--- src/include/gcicf_regs.svh ---
/*
   Register offsets, field positions, reset values and timing counts of the
   channel configuration and command/indicate transmit port.
   Assumes a 20 MHz system clock and byte addresses on the processor port.
*/
`ifndef GCICF_REGS_SVH
`define GCICF_REGS_SVH

// ----------------------------------------------------------------
// Register byte offsets
// ----------------------------------------------------------------
`define GCICF_ADDR_DEF0 8'h22
`define GCICF_ADDR_DEF1 8'h24
`define GCICF_ADDR_DEF2 8'h26
`define GCICF_ADDR_DEF3 8'h28
`define GCICF_ADDR_PRIMITIVE_TX_COMMAND 8'h2A

// ----------------------------------------------------------------
// Reset values
// ----------------------------------------------------------------
`define GCICF_DEF_RESET 16'h0000
`define GCICF_PRIMITIVE_TX_COMMAND_RESET 16'h00FF
`define GCICF_PRIM_RESET 6'h3F
`define GCICF_COUNT_RESET 2'h3
`define GCICF_MEM_PRIM_RESET 6'h3F

// ----------------------------------------------------------------
// Transmit command register fields
// ----------------------------------------------------------------
`define GCICF_PRIMITIVE_TX_COMMAND_MUX_BIT 14
`define GCICF_PRIMITIVE_TX_COMMAND_CA_HI 13
`define GCICF_PRIMITIVE_TX_COMMAND_CA_LO 11
`define GCICF_PRIMITIVE_TX_COMMAND_READ_BIT 10
`define GCICF_PRIMITIVE_TX_COMMAND_PT_HI 7
`define GCICF_PRIMITIVE_TX_COMMAND_PT_LO 6
`define GCICF_PRIMITIVE_TX_COMMAND_PRIM_HI 5
`define GCICF_PRIMITIVE_TX_COMMAND_PRIM_LO 0

// ----------------------------------------------------------------
// Primitive shift order
// ----------------------------------------------------------------
`define GCICF_FIRST_BIT_6 3'h5
`define GCICF_FIRST_BIT_4 3'h3

// ----------------------------------------------------------------
// Timing
// ----------------------------------------------------------------
`define GCICF_HOLD_MS 125
`define GCICF_CLK_KHZ 20000
`define GCICF_HOLD_CYCLES (`GCICF_HOLD_MS * `GCICF_CLK_KHZ)

`endif

--- src/include/gcicf_pkg.sv ---
/*
   Types shared by the channel configuration port and its helpers.
   Assumes the offsets and counts of gcicf_regs.svh.
*/
package gcicf_pkg;

   // One nibble of a definition register, most significant bit first
   typedef struct packed {
      logic six_bit_primitive;
      logic ctrl_ind_enable;
      logic alt_protocol_select;
      logic monitor_enable;
   } gcicf_slot_cfg_t;

   // One entry of the command/indicate memory
   typedef struct packed {
      logic [1:0] repeat_count;
      logic [5:0] primitive_bits;
   } gcicf_ci_entry_t;

   // Processor access, one cycle strobes
   typedef struct packed {
      logic [7:0] addr;
      logic [15:0] wdata;
      logic [1:0] byte_en;
      logic wr;
      logic rd;
   } gcicf_bus_req_t;

   typedef enum logic [1:0] {
      GCICF_SH_IDLE = 2'b00,
      GCICF_SH_SHIFT = 2'b01,
      GCICF_SH_UPDATE = 2'b10
   } gcicf_sh_state_t;

endpackage

--- src/core/gcicf_ci_mem.sv ---
/*
   Sixteen-entry command/indicate memory, one write port and one read
   port whose data come out of a register.
   Assumes the caller arbitrates the ports.
*/
`timescale 1ns/1ns
`default_nettype none
`include "gcicf_regs.svh"

module gcicf_ci_mem
   import gcicf_pkg::*;
(
   input wire logic clk_sys_in,
   input wire logic rst_in,
   input wire logic ce_in,
   input wire logic wr_en_in,
   input wire logic [3:0] wr_addr_in,
   input wire gcicf_ci_entry_t wr_data_in,
   input wire logic rd_en_in,
   input wire logic [3:0] rd_addr_in,
   output gcicf_ci_entry_t rd_data_out
);

   gcicf_ci_entry_t mem [16];

   // ----------------------------------------------------------------
   // Storage, cleared so no slot reads unknown before its first write
   // ----------------------------------------------------------------
   always_ff @(posedge clk_sys_in)
   begin
      if (rst_in)
      begin
         for (int i = 0; i < 16; i++)
         begin
            mem[i] <= '{repeat_count: 2'h0, primitive_bits: `GCICF_MEM_PRIM_RESET};
         end
      end
      else if (ce_in && wr_en_in)
      begin
         mem[wr_addr_in] <= wr_data_in;
      end
   end

   // Registered read, old data on a same-address write
   always_ff @(posedge clk_sys_in)
   begin
      if (rst_in)
      begin
         rd_data_out <= '0;
      end
      else if (ce_in && rd_en_in)
      begin
         rd_data_out <= mem[rd_addr_in];
      end
   end

endmodule
`default_nettype wire

--- src/core/gcicf_ci_shifter.sv ---
/*
   Serialiser for one command/indicate primitive at a time, then a write
   back of the entry with its repeat count advanced, held at three.
   Assumes start_in only while busy_out is low.
*/
`timescale 1ns/1ns
`default_nettype none
`include "gcicf_regs.svh"

module gcicf_ci_shifter
   import gcicf_pkg::*;
(
   input wire logic clk_sys_in,
   input wire logic rst_in,
   input wire logic ce_in,
   input wire logic start_in,
   input wire logic [3:0] slot_in,
   input wire gcicf_ci_entry_t entry_in,
   input wire logic six_bit_in,
   output logic tx_bit_out,
   output logic tx_valid_out,
   output logic [3:0] tx_slot_out,
   output logic busy_out,
   output logic upd_valid_out,
   output gcicf_ci_entry_t upd_entry_out,
   input wire logic upd_ready_in
);

   gcicf_sh_state_t state;
   gcicf_ci_entry_t held;
   logic [2:0] left;

   // ----------------------------------------------------------------
   // Sequencer
   // ----------------------------------------------------------------
   always_ff @(posedge clk_sys_in)
   begin
      if (rst_in)
      begin
         state <= GCICF_SH_IDLE;
      end
      else if (ce_in)
      begin
         unique case (state)
            GCICF_SH_IDLE: if (start_in) state <= GCICF_SH_SHIFT;
            GCICF_SH_SHIFT: if (left == 3'h0) state <= GCICF_SH_UPDATE;
            GCICF_SH_UPDATE: if (upd_ready_in) state <= GCICF_SH_IDLE;
            default: state <= GCICF_SH_IDLE;
         endcase
      end
   end

   // Shift register, highest live bit first
   always_ff @(posedge clk_sys_in)
   begin
      if (rst_in)
      begin
         held <= '0;
         left <= 3'h0;
         tx_bit_out <= 1'b1;
         tx_slot_out <= 4'h0;
      end
      else if (ce_in)
      begin
         if (state == GCICF_SH_IDLE && start_in)
         begin
            held <= entry_in;
            tx_slot_out <= slot_in;
            left <= six_bit_in ? `GCICF_FIRST_BIT_6 : `GCICF_FIRST_BIT_4;
            tx_bit_out <= six_bit_in ? entry_in.primitive_bits[5]
                                     : entry_in.primitive_bits[3];
         end
         else if (state == GCICF_SH_SHIFT && left != 3'h0)
         begin
            tx_bit_out <= held.primitive_bits[left - 3'h1];
            left <= left - 3'h1;
         end
      end
   end

   // Count saturates at three sends
   always_comb
   begin
      upd_entry_out = held;
      if (held.repeat_count != 2'h3)
      begin
         upd_entry_out.repeat_count = held.repeat_count + 2'h1;
      end
   end

   assign tx_valid_out = (state == GCICF_SH_SHIFT);
   assign upd_valid_out = (state == GCICF_SH_UPDATE);
   assign busy_out = (state != GCICF_SH_IDLE);

   // ----------------------------------------------------------------
   // Checks
   // ----------------------------------------------------------------
   first_bit_a: assert property (@(posedge clk_sys_in) disable iff (rst_in)
      ce_in && state == GCICF_SH_IDLE && start_in
      |=> tx_valid_out && tx_bit_out == ($past(six_bit_in) ? $past(entry_in.primitive_bits[5])
                                                           : $past(entry_in.primitive_bits[3])))
      else $error("first primitive bit wrong");

   count_step_a: assert property (@(posedge clk_sys_in) disable iff (rst_in)
      upd_valid_out |-> upd_entry_out.primitive_bits == held.primitive_bits
                        && upd_entry_out.repeat_count >= held.repeat_count
                        && upd_entry_out.repeat_count != 2'h0)
      else $error("repeat count not advanced");

endmodule
`default_nettype wire

--- src/core/gcicf_channel_port.sv ---
/*
   Channel configuration and command/indicate transmit port: four channel
   definition registers, the transmit command register, the primitive
   memory, per-slot monitor restart timers and the primitive serialiser.
   Assumes a 16-bit processor port with byte enables, single-cycle strobes,
   and a link side that asks for each slot's primitive with ci_req_in.
*/
`timescale 1ns/1ns
`default_nettype none
`include "gcicf_regs.svh"

module gcicf_channel_port
   import gcicf_pkg::*;
#(
   parameter int unsigned HOLD_CYCLES = `GCICF_HOLD_CYCLES
)
(
   input wire logic clk_sys_in,
   input wire logic rst_in,
   input wire logic ce_in,
   input wire gcicf_bus_req_t cpu_req_in,
   output logic [15:0] cpu_rdata_out,
   output logic cpu_ack_out,
   input wire logic ci_req_in,
   input wire logic [2:0] ci_req_chan_in,
   input wire logic ci_req_mux_in,
   output logic ci_tx_bit_out,
   output logic ci_tx_valid_out,
   output logic [2:0] ci_tx_chan_out,
   output logic ci_tx_mux_out,
   output logic ci_busy_out,
   output logic [15:0] mon_active_out,
   output logic [15:0] mon_alt_protocol_out,
   output logic [15:0] mon_restart_out,
   output logic [15:0] ci_active_out,
   output logic [15:0] ci_six_bit_out
);

   localparam logic [21:0] HOLD_LAST = 22'(HOLD_CYCLES - 1);

   // Slot number of a channel on a multiplex
   function automatic logic [3:0] slot_of(input logic [2:0] chan, input logic mux);
      slot_of = {chan, mux};
   endfunction

   logic [15:0] def_reg [4];
   gcicf_slot_cfg_t [15:0] slot_cfg;
   logic mux_sel;
   logic [2:0] chan_sel;
   logic read_sel;
   logic [5:0] pend_prim;
   gcicf_ci_entry_t readback;
   logic primitive_tx_command_wr_lo;
   logic primitive_tx_command_wr_hi;
   logic cpu_commit;
   logic cpu_fetch_req;
   logic cpu_fetch_pend;
   logic cpu_fetch_q;
   logic tx_take;
   logic tx_fetch_q;
   logic [3:0] tx_slot_q;
   gcicf_ci_entry_t commit_entry;
   gcicf_ci_entry_t mem_rd_data;
   gcicf_ci_entry_t upd_entry;
   logic upd_valid;
   logic sh_busy;
   logic [3:0] sh_slot;
   logic mem_wr_en;
   logic [3:0] mem_wr_addr;
   gcicf_ci_entry_t mem_wr_data;
   logic [3:0] mem_rd_addr;

   // ----------------------------------------------------------------
   // Channel definition registers
   // ----------------------------------------------------------------
   // Byte lanes written independently so an 8-bit host can set one channel
   generate
      for (genvar r = 0; r < 4; r++)
      begin : g_def
         localparam logic [7:0] DEF_ADDR = `GCICF_ADDR_DEF0 + 8'(2 * r);
         always_ff @(posedge clk_sys_in)
         begin
            if (rst_in)
            begin
               def_reg[r] <= `GCICF_DEF_RESET;
            end
            else if (ce_in && cpu_req_in.wr && cpu_req_in.addr == DEF_ADDR)
            begin
               if (cpu_req_in.byte_en[0]) def_reg[r][7:0] <= cpu_req_in.wdata[7:0];
               if (cpu_req_in.byte_en[1]) def_reg[r][15:8] <= cpu_req_in.wdata[15:8];
            end
         end
         // Low byte is channel 2r, high byte channel 2r+1
         assign slot_cfg[4 * r + 1:4 * r] = def_reg[r][7:0];
         assign slot_cfg[4 * r + 3:4 * r + 2] = def_reg[r][15:8];
      end
   endgenerate

   // ----------------------------------------------------------------
   // Per-slot enables and monitor restart timers
   // ----------------------------------------------------------------
   generate
      for (genvar s = 0; s < 16; s++)
      begin : g_slot
         logic [21:0] idle_cnt;
         logic idle_done;
         assign mon_active_out[s] = slot_cfg[s].monitor_enable;
         assign mon_alt_protocol_out[s] = slot_cfg[s].monitor_enable
                                        & slot_cfg[s].alt_protocol_select;
         assign ci_active_out[s] = slot_cfg[s].ctrl_ind_enable;
         assign ci_six_bit_out[s] = slot_cfg[s].ctrl_ind_enable
                                  & slot_cfg[s].six_bit_primitive;

         // Time spent disabled; one restart pulse per disabled spell that lasts HOLD_CYCLES, none for a shorter one
         always_ff @(posedge clk_sys_in)
         begin
            if (rst_in)
            begin
               idle_cnt <= 22'h0;
               idle_done <= 1'b0;
               mon_restart_out[s] <= 1'b0;
            end
            else if (ce_in)
            begin
               mon_restart_out[s] <= 1'b0;
               if (slot_cfg[s].monitor_enable)
               begin
                  idle_cnt <= 22'h0;
                  idle_done <= 1'b0;
               end
               else if (!idle_done)
               begin
                  if (idle_cnt == HOLD_LAST)
                  begin
                     idle_done <= 1'b1;
                     mon_restart_out[s] <= 1'b1;
                  end
                  else
                  begin
                     idle_cnt <= idle_cnt + 22'h1;
                  end
               end
            end
         end

         mon_restart_a: assert property (@(posedge clk_sys_in) disable iff (rst_in)
            ce_in && !idle_done && !slot_cfg[s].monitor_enable && idle_cnt == HOLD_LAST
            |=> mon_restart_out[s] ##1 !mon_restart_out[s] || !ce_in)
            else $error("monitor restart pulse missing");
      end
   endgenerate

   // ----------------------------------------------------------------
   // Transmit command register
   // ----------------------------------------------------------------
   assign primitive_tx_command_wr_lo = cpu_req_in.wr && cpu_req_in.byte_en[0]
                     && cpu_req_in.addr == `GCICF_ADDR_PRIMITIVE_TX_COMMAND;
   assign primitive_tx_command_wr_hi = cpu_req_in.wr && cpu_req_in.byte_en[1]
                     && cpu_req_in.addr == `GCICF_ADDR_PRIMITIVE_TX_COMMAND;
   // Only the upper byte launches a command; the low byte just waits
   assign cpu_commit = ce_in && primitive_tx_command_wr_hi && !cpu_req_in.wdata[`GCICF_PRIMITIVE_TX_COMMAND_READ_BIT];
   assign cpu_fetch_req = primitive_tx_command_wr_hi && cpu_req_in.wdata[`GCICF_PRIMITIVE_TX_COMMAND_READ_BIT];
   assign commit_entry.repeat_count = 2'h0;
   assign commit_entry.primitive_bits = primitive_tx_command_wr_lo
      ? cpu_req_in.wdata[`GCICF_PRIMITIVE_TX_COMMAND_PRIM_HI:`GCICF_PRIMITIVE_TX_COMMAND_PRIM_LO] : pend_prim;

   // Address, direction and pending primitive fields
   always_ff @(posedge clk_sys_in)
   begin
      if (rst_in)
      begin
         mux_sel <= 1'b0;
         chan_sel <= 3'h0;
         read_sel <= 1'b0;
         pend_prim <= `GCICF_PRIM_RESET;
      end
      else if (ce_in)
      begin
         if (primitive_tx_command_wr_lo)
         begin
            pend_prim <= cpu_req_in.wdata[`GCICF_PRIMITIVE_TX_COMMAND_PRIM_HI:`GCICF_PRIMITIVE_TX_COMMAND_PRIM_LO];
         end
         if (primitive_tx_command_wr_hi)
         begin
            mux_sel <= cpu_req_in.wdata[`GCICF_PRIMITIVE_TX_COMMAND_MUX_BIT];
            chan_sel <= cpu_req_in.wdata[`GCICF_PRIMITIVE_TX_COMMAND_CA_HI:`GCICF_PRIMITIVE_TX_COMMAND_CA_LO];
            read_sel <= cpu_req_in.wdata[`GCICF_PRIMITIVE_TX_COMMAND_READ_BIT];
         end
      end
   end

   // Read-back of the addressed entry; a fetch waits while the link reads
   always_ff @(posedge clk_sys_in)
   begin
      if (rst_in)
      begin
         readback <= '{repeat_count: `GCICF_COUNT_RESET, primitive_bits: `GCICF_PRIM_RESET};
         cpu_fetch_pend <= 1'b0;
         cpu_fetch_q <= 1'b0;
      end
      else if (ce_in)
      begin
         cpu_fetch_q <= cpu_fetch_pend && !tx_take;
         if (cpu_fetch_req)
         begin
            cpu_fetch_pend <= 1'b1;
         end
         else if (!tx_take)
         begin
            cpu_fetch_pend <= 1'b0;
         end
         if (cpu_commit)
         begin
            readback <= commit_entry;
         end
         else if (cpu_fetch_q)
         begin
            readback <= mem_rd_data;
         end
      end
   end

   // ----------------------------------------------------------------
   // Processor reads, answered one cycle after the strobe
   // ----------------------------------------------------------------
   always_ff @(posedge clk_sys_in)
   begin
      if (rst_in)
      begin
         cpu_rdata_out <= 16'h0000;
         cpu_ack_out <= 1'b0;
      end
      else if (ce_in)
      begin
         cpu_ack_out <= cpu_req_in.rd || cpu_req_in.wr;
         if (cpu_req_in.rd)
         begin
            unique case (cpu_req_in.addr)
               `GCICF_ADDR_DEF0: cpu_rdata_out <= def_reg[0];
               `GCICF_ADDR_DEF1: cpu_rdata_out <= def_reg[1];
               `GCICF_ADDR_DEF2: cpu_rdata_out <= def_reg[2];
               `GCICF_ADDR_DEF3: cpu_rdata_out <= def_reg[3];
               `GCICF_ADDR_PRIMITIVE_TX_COMMAND: cpu_rdata_out <= {1'b0, mux_sel, chan_sel, read_sel, 2'b00,
                                                   readback};
               default: cpu_rdata_out <= 16'h0000;
            endcase
         end
      end
   end

   // ----------------------------------------------------------------
   // Link side: fetch then serialise the slot's primitive
   // ----------------------------------------------------------------
   // Requests for disabled slots or while busy are dropped
   assign tx_take = ci_req_in && !sh_busy && !tx_fetch_q
                  && slot_cfg[slot_of(ci_req_chan_in, ci_req_mux_in)].ctrl_ind_enable;

   always_ff @(posedge clk_sys_in)
   begin
      if (rst_in)
      begin
         tx_fetch_q <= 1'b0;
         tx_slot_q <= 4'h0;
      end
      else if (ce_in)
      begin
         tx_fetch_q <= tx_take;
         if (tx_take)
         begin
            tx_slot_q <= slot_of(ci_req_chan_in, ci_req_mux_in);
         end
      end
   end

   // Processor write wins the port; the count update simply waits
   assign mem_wr_en = cpu_commit || upd_valid;
   assign mem_wr_addr = cpu_commit ? slot_of(cpu_req_in.wdata[`GCICF_PRIMITIVE_TX_COMMAND_CA_HI:`GCICF_PRIMITIVE_TX_COMMAND_CA_LO],
                                             cpu_req_in.wdata[`GCICF_PRIMITIVE_TX_COMMAND_MUX_BIT]) : sh_slot;
   assign mem_wr_data = cpu_commit ? commit_entry : upd_entry;
   assign mem_rd_addr = tx_take ? slot_of(ci_req_chan_in, ci_req_mux_in)
                                : slot_of(chan_sel, mux_sel);

   gcicf_ci_mem u_mem (
      .clk_sys_in(clk_sys_in),
      .rst_in(rst_in),
      .ce_in(ce_in),
      .wr_en_in(mem_wr_en),
      .wr_addr_in(mem_wr_addr),
      .wr_data_in(mem_wr_data),
      .rd_en_in(tx_take || cpu_fetch_pend),
      .rd_addr_in(mem_rd_addr),
      .rd_data_out(mem_rd_data)
   );

   gcicf_ci_shifter u_shift (
      .clk_sys_in(clk_sys_in),
      .rst_in(rst_in),
      .ce_in(ce_in),
      .start_in(tx_fetch_q),
      .slot_in(tx_slot_q),
      .entry_in(mem_rd_data),
      .six_bit_in(slot_cfg[tx_slot_q].six_bit_primitive),
      .tx_bit_out(ci_tx_bit_out),
      .tx_valid_out(ci_tx_valid_out),
      .tx_slot_out(sh_slot),
      .busy_out(sh_busy),
      .upd_valid_out(upd_valid),
      .upd_entry_out(upd_entry),
      .upd_ready_in(!cpu_commit)
   );

   assign ci_tx_chan_out = sh_slot[3:1];
   assign ci_tx_mux_out = sh_slot[0];
   assign ci_busy_out = sh_busy || tx_fetch_q;

   // ----------------------------------------------------------------
   // Checks
   // ----------------------------------------------------------------
   def_write_a: assert property (@(posedge clk_sys_in) disable iff (rst_in)
      ce_in && cpu_req_in.wr && cpu_req_in.addr == `GCICF_ADDR_DEF1 && cpu_req_in.byte_en[1]
      |=> slot_cfg[7] == $past(cpu_req_in.wdata[15:12]))
      else $error("definition nibble not stored");

   mon_alt_gate_a: assert property (@(posedge clk_sys_in) disable iff (rst_in)
      (mon_alt_protocol_out & ~mon_active_out) == 16'h0000)
      else $error("alternative protocol on disabled monitor");

   low_byte_hold_a: assert property (@(posedge clk_sys_in) disable iff (rst_in)
      ce_in && primitive_tx_command_wr_lo && !primitive_tx_command_wr_hi |-> mem_wr_en == upd_valid)
      else $error("primitive taken without upper byte");

   commit_store_a: assert property (@(posedge clk_sys_in) disable iff (rst_in)
      cpu_commit |=> readback.repeat_count == 2'h0
                     && readback.primitive_bits == $past(commit_entry.primitive_bits))
      else $error("new primitive not captured");

   read_no_write_a: assert property (@(posedge clk_sys_in) disable iff (rst_in)
      ce_in && cpu_fetch_req |-> !cpu_commit ##1 cpu_fetch_pend)
      else $error("read command treated as write");

   tx_enabled_a: assert property (@(posedge clk_sys_in) disable iff (rst_in)
      ce_in && tx_take |=> tx_fetch_q && slot_cfg[tx_slot_q].ctrl_ind_enable
                           || $past(slot_cfg) != slot_cfg)
      else $error("disabled channel served");

   tx_length_a: assert property (@(posedge clk_sys_in) disable iff (rst_in)
      ce_in && tx_fetch_q && !slot_cfg[tx_slot_q].six_bit_primitive
      ##1 ce_in [*4] |=> !ci_tx_valid_out)
      else $error("four-bit primitive too long");

endmodule
`default_nettype wire

--- config.mk ---
export PLATFORM = sky130hd
export DESIGN_NAME = gcicf_channel_port
export DESIGN_NICKNAME = d
export VERILOG_FILES = /design/src/include/gcicf_pkg.sv /design/src/core/gcicf_ci_mem.sv /design/src/core/gcicf_ci_shifter.sv /design/src/core/gcicf_channel_port.sv
export VERILOG_INCLUDE_DIRS = /design/src /design/src/include
export SDC_FILE = /design/constraint.sdc
export NUM_CORES = 2
export LEC_CHECK = 0
export BUFFER_PORTS_ARGS = -buffer_cell sky130_fd_sc_hd__buf_2
export CORE_MARGIN = 2
export CORE_UTILIZATION = 40
export DETAILED_ROUTE_END_ITERATION = 6
export GPL_ROUTABILITY_DRIVEN = 0
export GPL_TIMING_DRIVEN = 0
export PLACE_DENSITY = 0.66
export SYNTH_ARGS = -nofsm -noshare
export SYNTH_HDL_FRONTEND = slang
export SYNTH_HIERARCHICAL = 1
export SYNTH_SLANG_ARGS = --single-unit
--- constraint.sdc ---
create_clock -name clk_sys_in -period 2.8 [get_ports clk_sys_in]
set_input_delay 0.14 -clock clk_sys_in [delete_from_list [all_inputs] [get_ports clk_sys_in]]
set_output_delay 0.14 -clock clk_sys_in [all_outputs]
set_load 0.02 [all_outputs]
==> impl_results.md <==
- Max cap viols: 0
- DP HPWL: 70400 µm
- F_max: 326 MHz
- Area grow syn2layout: 16.3%
- Drt initial violations: 2764
- Failing checks: negative setup slack
- CP max-delay cell: mux4_2
- Final setup fails: 8
- Post-synth EDFFs: roughly 190
- Multi-input logic area: 16200 µm²
- Gate Count Post-Synth: 3443
- Top Ports: 140
- Syn Area/Cell: between 9 and 10 µm²
- Final #Nets: around 3800
- Antenna violations before repair: 17
- Vias: between 20000 and 30000
- Top_reg_cell synth: dfxtp_1
- Top delay family on crit path: multiplexers
- Cts bufs inserted: 73
- Asr flop ratio synth: 0
- Root Buffer: clkbuf_16
- Worst min-delay path category: in2reg
- Design Power: 20.7 mW
- Layout cells sized above 1: 0.150
- R2R Path Start: def_reg[2][14]$_SDFFCE_PN0P_
- Sequential area share after synthesis: 0.462
- Most area-consuming cells after synthesis: dfxtp_1 (28%), edfxtp_1 (18%), nand2_1 (3.9%)
- Most frequent cells in the layout: dfxtp_1 (453), nand2_1 (333), nor2_1 (268)
- Global Route Usage Sum: 0.235
- Worst Hold Depth: 3
- PwrDens: 556 nW/µm²
- Clock-pin slew on the worst setup and hold paths: around 60 ps
- Area after DPL: 34100 µm²
- Max Root-Sink Buffers: 3
- Worst slew pin tran: between 1000 and 1500 ps
- Post-synthesis instance area: 32100 µm²
- Worst vdd ir: 0.000481 V
- Max reg flops: 352
- Leakage: around 12 nW
- Final WL: between 90000 and 100000 µm
- Post-synth top area share: 0.283
- Drt wl/cell: ~21 µm
- Placeable Area: approximately 79000 µm²
- Worst Reg-to-Reg Cells: 10
- Clk sinks: 645
- CTS tree: done
- Clock Skews: 27.6 ps
- Number of global-route vias before repair: approximately 26000
- HP Start: ce_in
- Synth warn: 6
- Most common cell after layout, fill and taps aside: dfxtp_1
- CP Class: reg2reg
- Drt first pass iters: 6
- RSZ-0062 raised after global routing: yes
- Port buffer count: 138
- Yosys cell types: 93
- Worst R2R Setup Slack: -270 ps
- Non-Filler Instances: 4815
- Largest net degree at the start of global routing: 14
- # H-tree levels: 3
- Final slew viol count: 0
- CP startpoint kind: flop
- Reg2reg end: u_mem/rd_data_out[4]$_SDFFE_PP0P_
- Initial Util: 0.405
- Syn Nets: 3497
- FF+latch area: about 15000 µm²
- Final Hold Viols: 0
- Tcrit/Tclk final: 1.10
- Placed Cells: 4631
- Fillcell total: 7518
- Crit Path Max Fanout: 6
- CP Capture Type: flop
- Row Count: 103
- Slew headroom: 0.182
- Die area: 82500 µm²
- Largest stage delay on the critical path: 500 ps
- Minimum clock period: 3070 ps
- #FFs+latches synth: 645
- Die height: about 290 µm
- CP Data Required Time: approximately 3300 ps
- Chip width: 287 µm
- Final worst setup slack: -266 ps
- Number of remaining DRC errors: 0
- Worst hold endpoint: u_shift/state[1]$_SDFFE_PP0P_
- Post-DR vias/cell: 5.80
- Buffers and inverters on the worst path: 1
- Arr. time, crit path: 3560 ps
- Run status: complete, but fails checks
- Final instance area: 37300 µm²
- Largest area contributor in the netlist: dfxtp_1
- Post-route ant nets: 0
- Remaining Overflow, GRT: 0
- Crit-path cells: mux4_2 > nand2b_4 > nand4_1 > a21oi_4 > mux2_4 > buf_12 > mux4_2 > mux2_4 > a22oi_2 > o21ai_1
- First-pass GRT wire length: between 150000 and 200000 µm
- Clk Latency, worst-skew pair: 630 ps
## synth_stat cells, drive strengths merged (22+ instances only)
library cell	number
or2	56
nor2b	24
and2	130
o21a	22
and4	36
nor3	81
buf	97
mux4	38
and3	50
edfxtp	192
a21oi	228
nand4	104
inv	49
clkbuf	114
nor4	70
or3	107
xor2	67
o21ai	137
or4	57
nand2	337
a211oi	24
nor2	270
o31ai	43
dfxtp	453
xnor2	72
a22oi	42
mux2i	55
nand3	167
nand2b	64
## final cells by class
type,instances,area share
antenna,5,0.000335
buffer,207,0.0308
clock buffer,110,0.0578
clock inverter,20,0.00543
inverter,49,0.00493
multi-input combinational,2538,0.435
sequential,645,0.397
tap,1050,0.0352
timing repair buffer,191,0.0331
## cell families after synthesis
group	count (synthesis)	share of synthesized area
XOR/XNOR	139	0.0379
buffers and inverters	260	0.0398
multiplexers	106	0.0490
AND/OR/NAND/NOR	1637	0.279
AO/OA/AOI/OAI	638	0.125
flip-flops	645	0.462
adder cells (fa/ha/maj)	18	0.00702
## worst max path at each step
stage,slack [ps],cells past startpoint,startpoint,end
floorplan,-20,11,cpu_req_in[27],u_mem/mem[0][0]$_SDFFCE_PN1P_
detailed placement,-1940,11,cpu_req_in[22],u_mem/mem[5][1]$_SDFFCE_PN1P_
global placement,-1900,12,cpu_req_in[22],u_mem/mem[6][5]$_SDFFCE_PN1P_
finish,-270,10,def_reg[2][14]$_SDFFCE_PN0P_,u_mem/rd_data_out[4]$_SDFFE_PP0P_
global route,-300,10,def_reg[2][14]$_SDFFCE_PN0P_,u_mem/rd_data_out[4]$_SDFFE_PP0P_
CTS,-260,11,def_reg[2][14]$_SDFFCE_PN0P_,u_mem/rd_data_out[4]$_SDFFE_PP0P_
## stage by stage
| step | setup WS, ps | hold slack [ps] | util | setup TNS [ps] |
|---|---|---|---|---|
| 3_3_place_gp | -1900 | 444 | 0.431 | -604110 |
| 6_report | -266 | 50.5 | 0.471 | -1640 |
| 3_5_place_dp | -1940 | 457 | 0.431 | -622060 |
| 2_1_floorplan | -16.5 | 282 | - | -347 |
| 5_1_grt | -297 | 41.5 | 0.471 | -2250 |
| 4_1_cts | -258 | 15.3 | 0.469 | -1930 |
## worst min-delay path, stage by stage
cell	delay, ps
buf_4	270
a32oi_1	150
nor2_1	70
## per-layer routing
metal  vias to the layer above  global-route usage  part of all wire
met5                         -                   0            0.0013
met4                        22              0.0854             0.037
met1                     13400               0.317              0.42
met2                      1109               0.359              0.44
met3                       224              0.0644              0.10
li1                      13200                   -                 -
## power by group
part	internal [mW]	switching (mW)
logic	0.438	0.910
clock network	5.54	4.01
registers	9.71	0.130
## timing repair
action,4_1_cts,5_1_grt
resized for setup,71,31
setup buffers,18,9
cloned,1,0
pin swaps,4,6
hold endpoints to repair,96,0
hold buffers,25,0
setup endpoints to repair,356,314
Note: power is estimated with default switching activity, not from simulation.
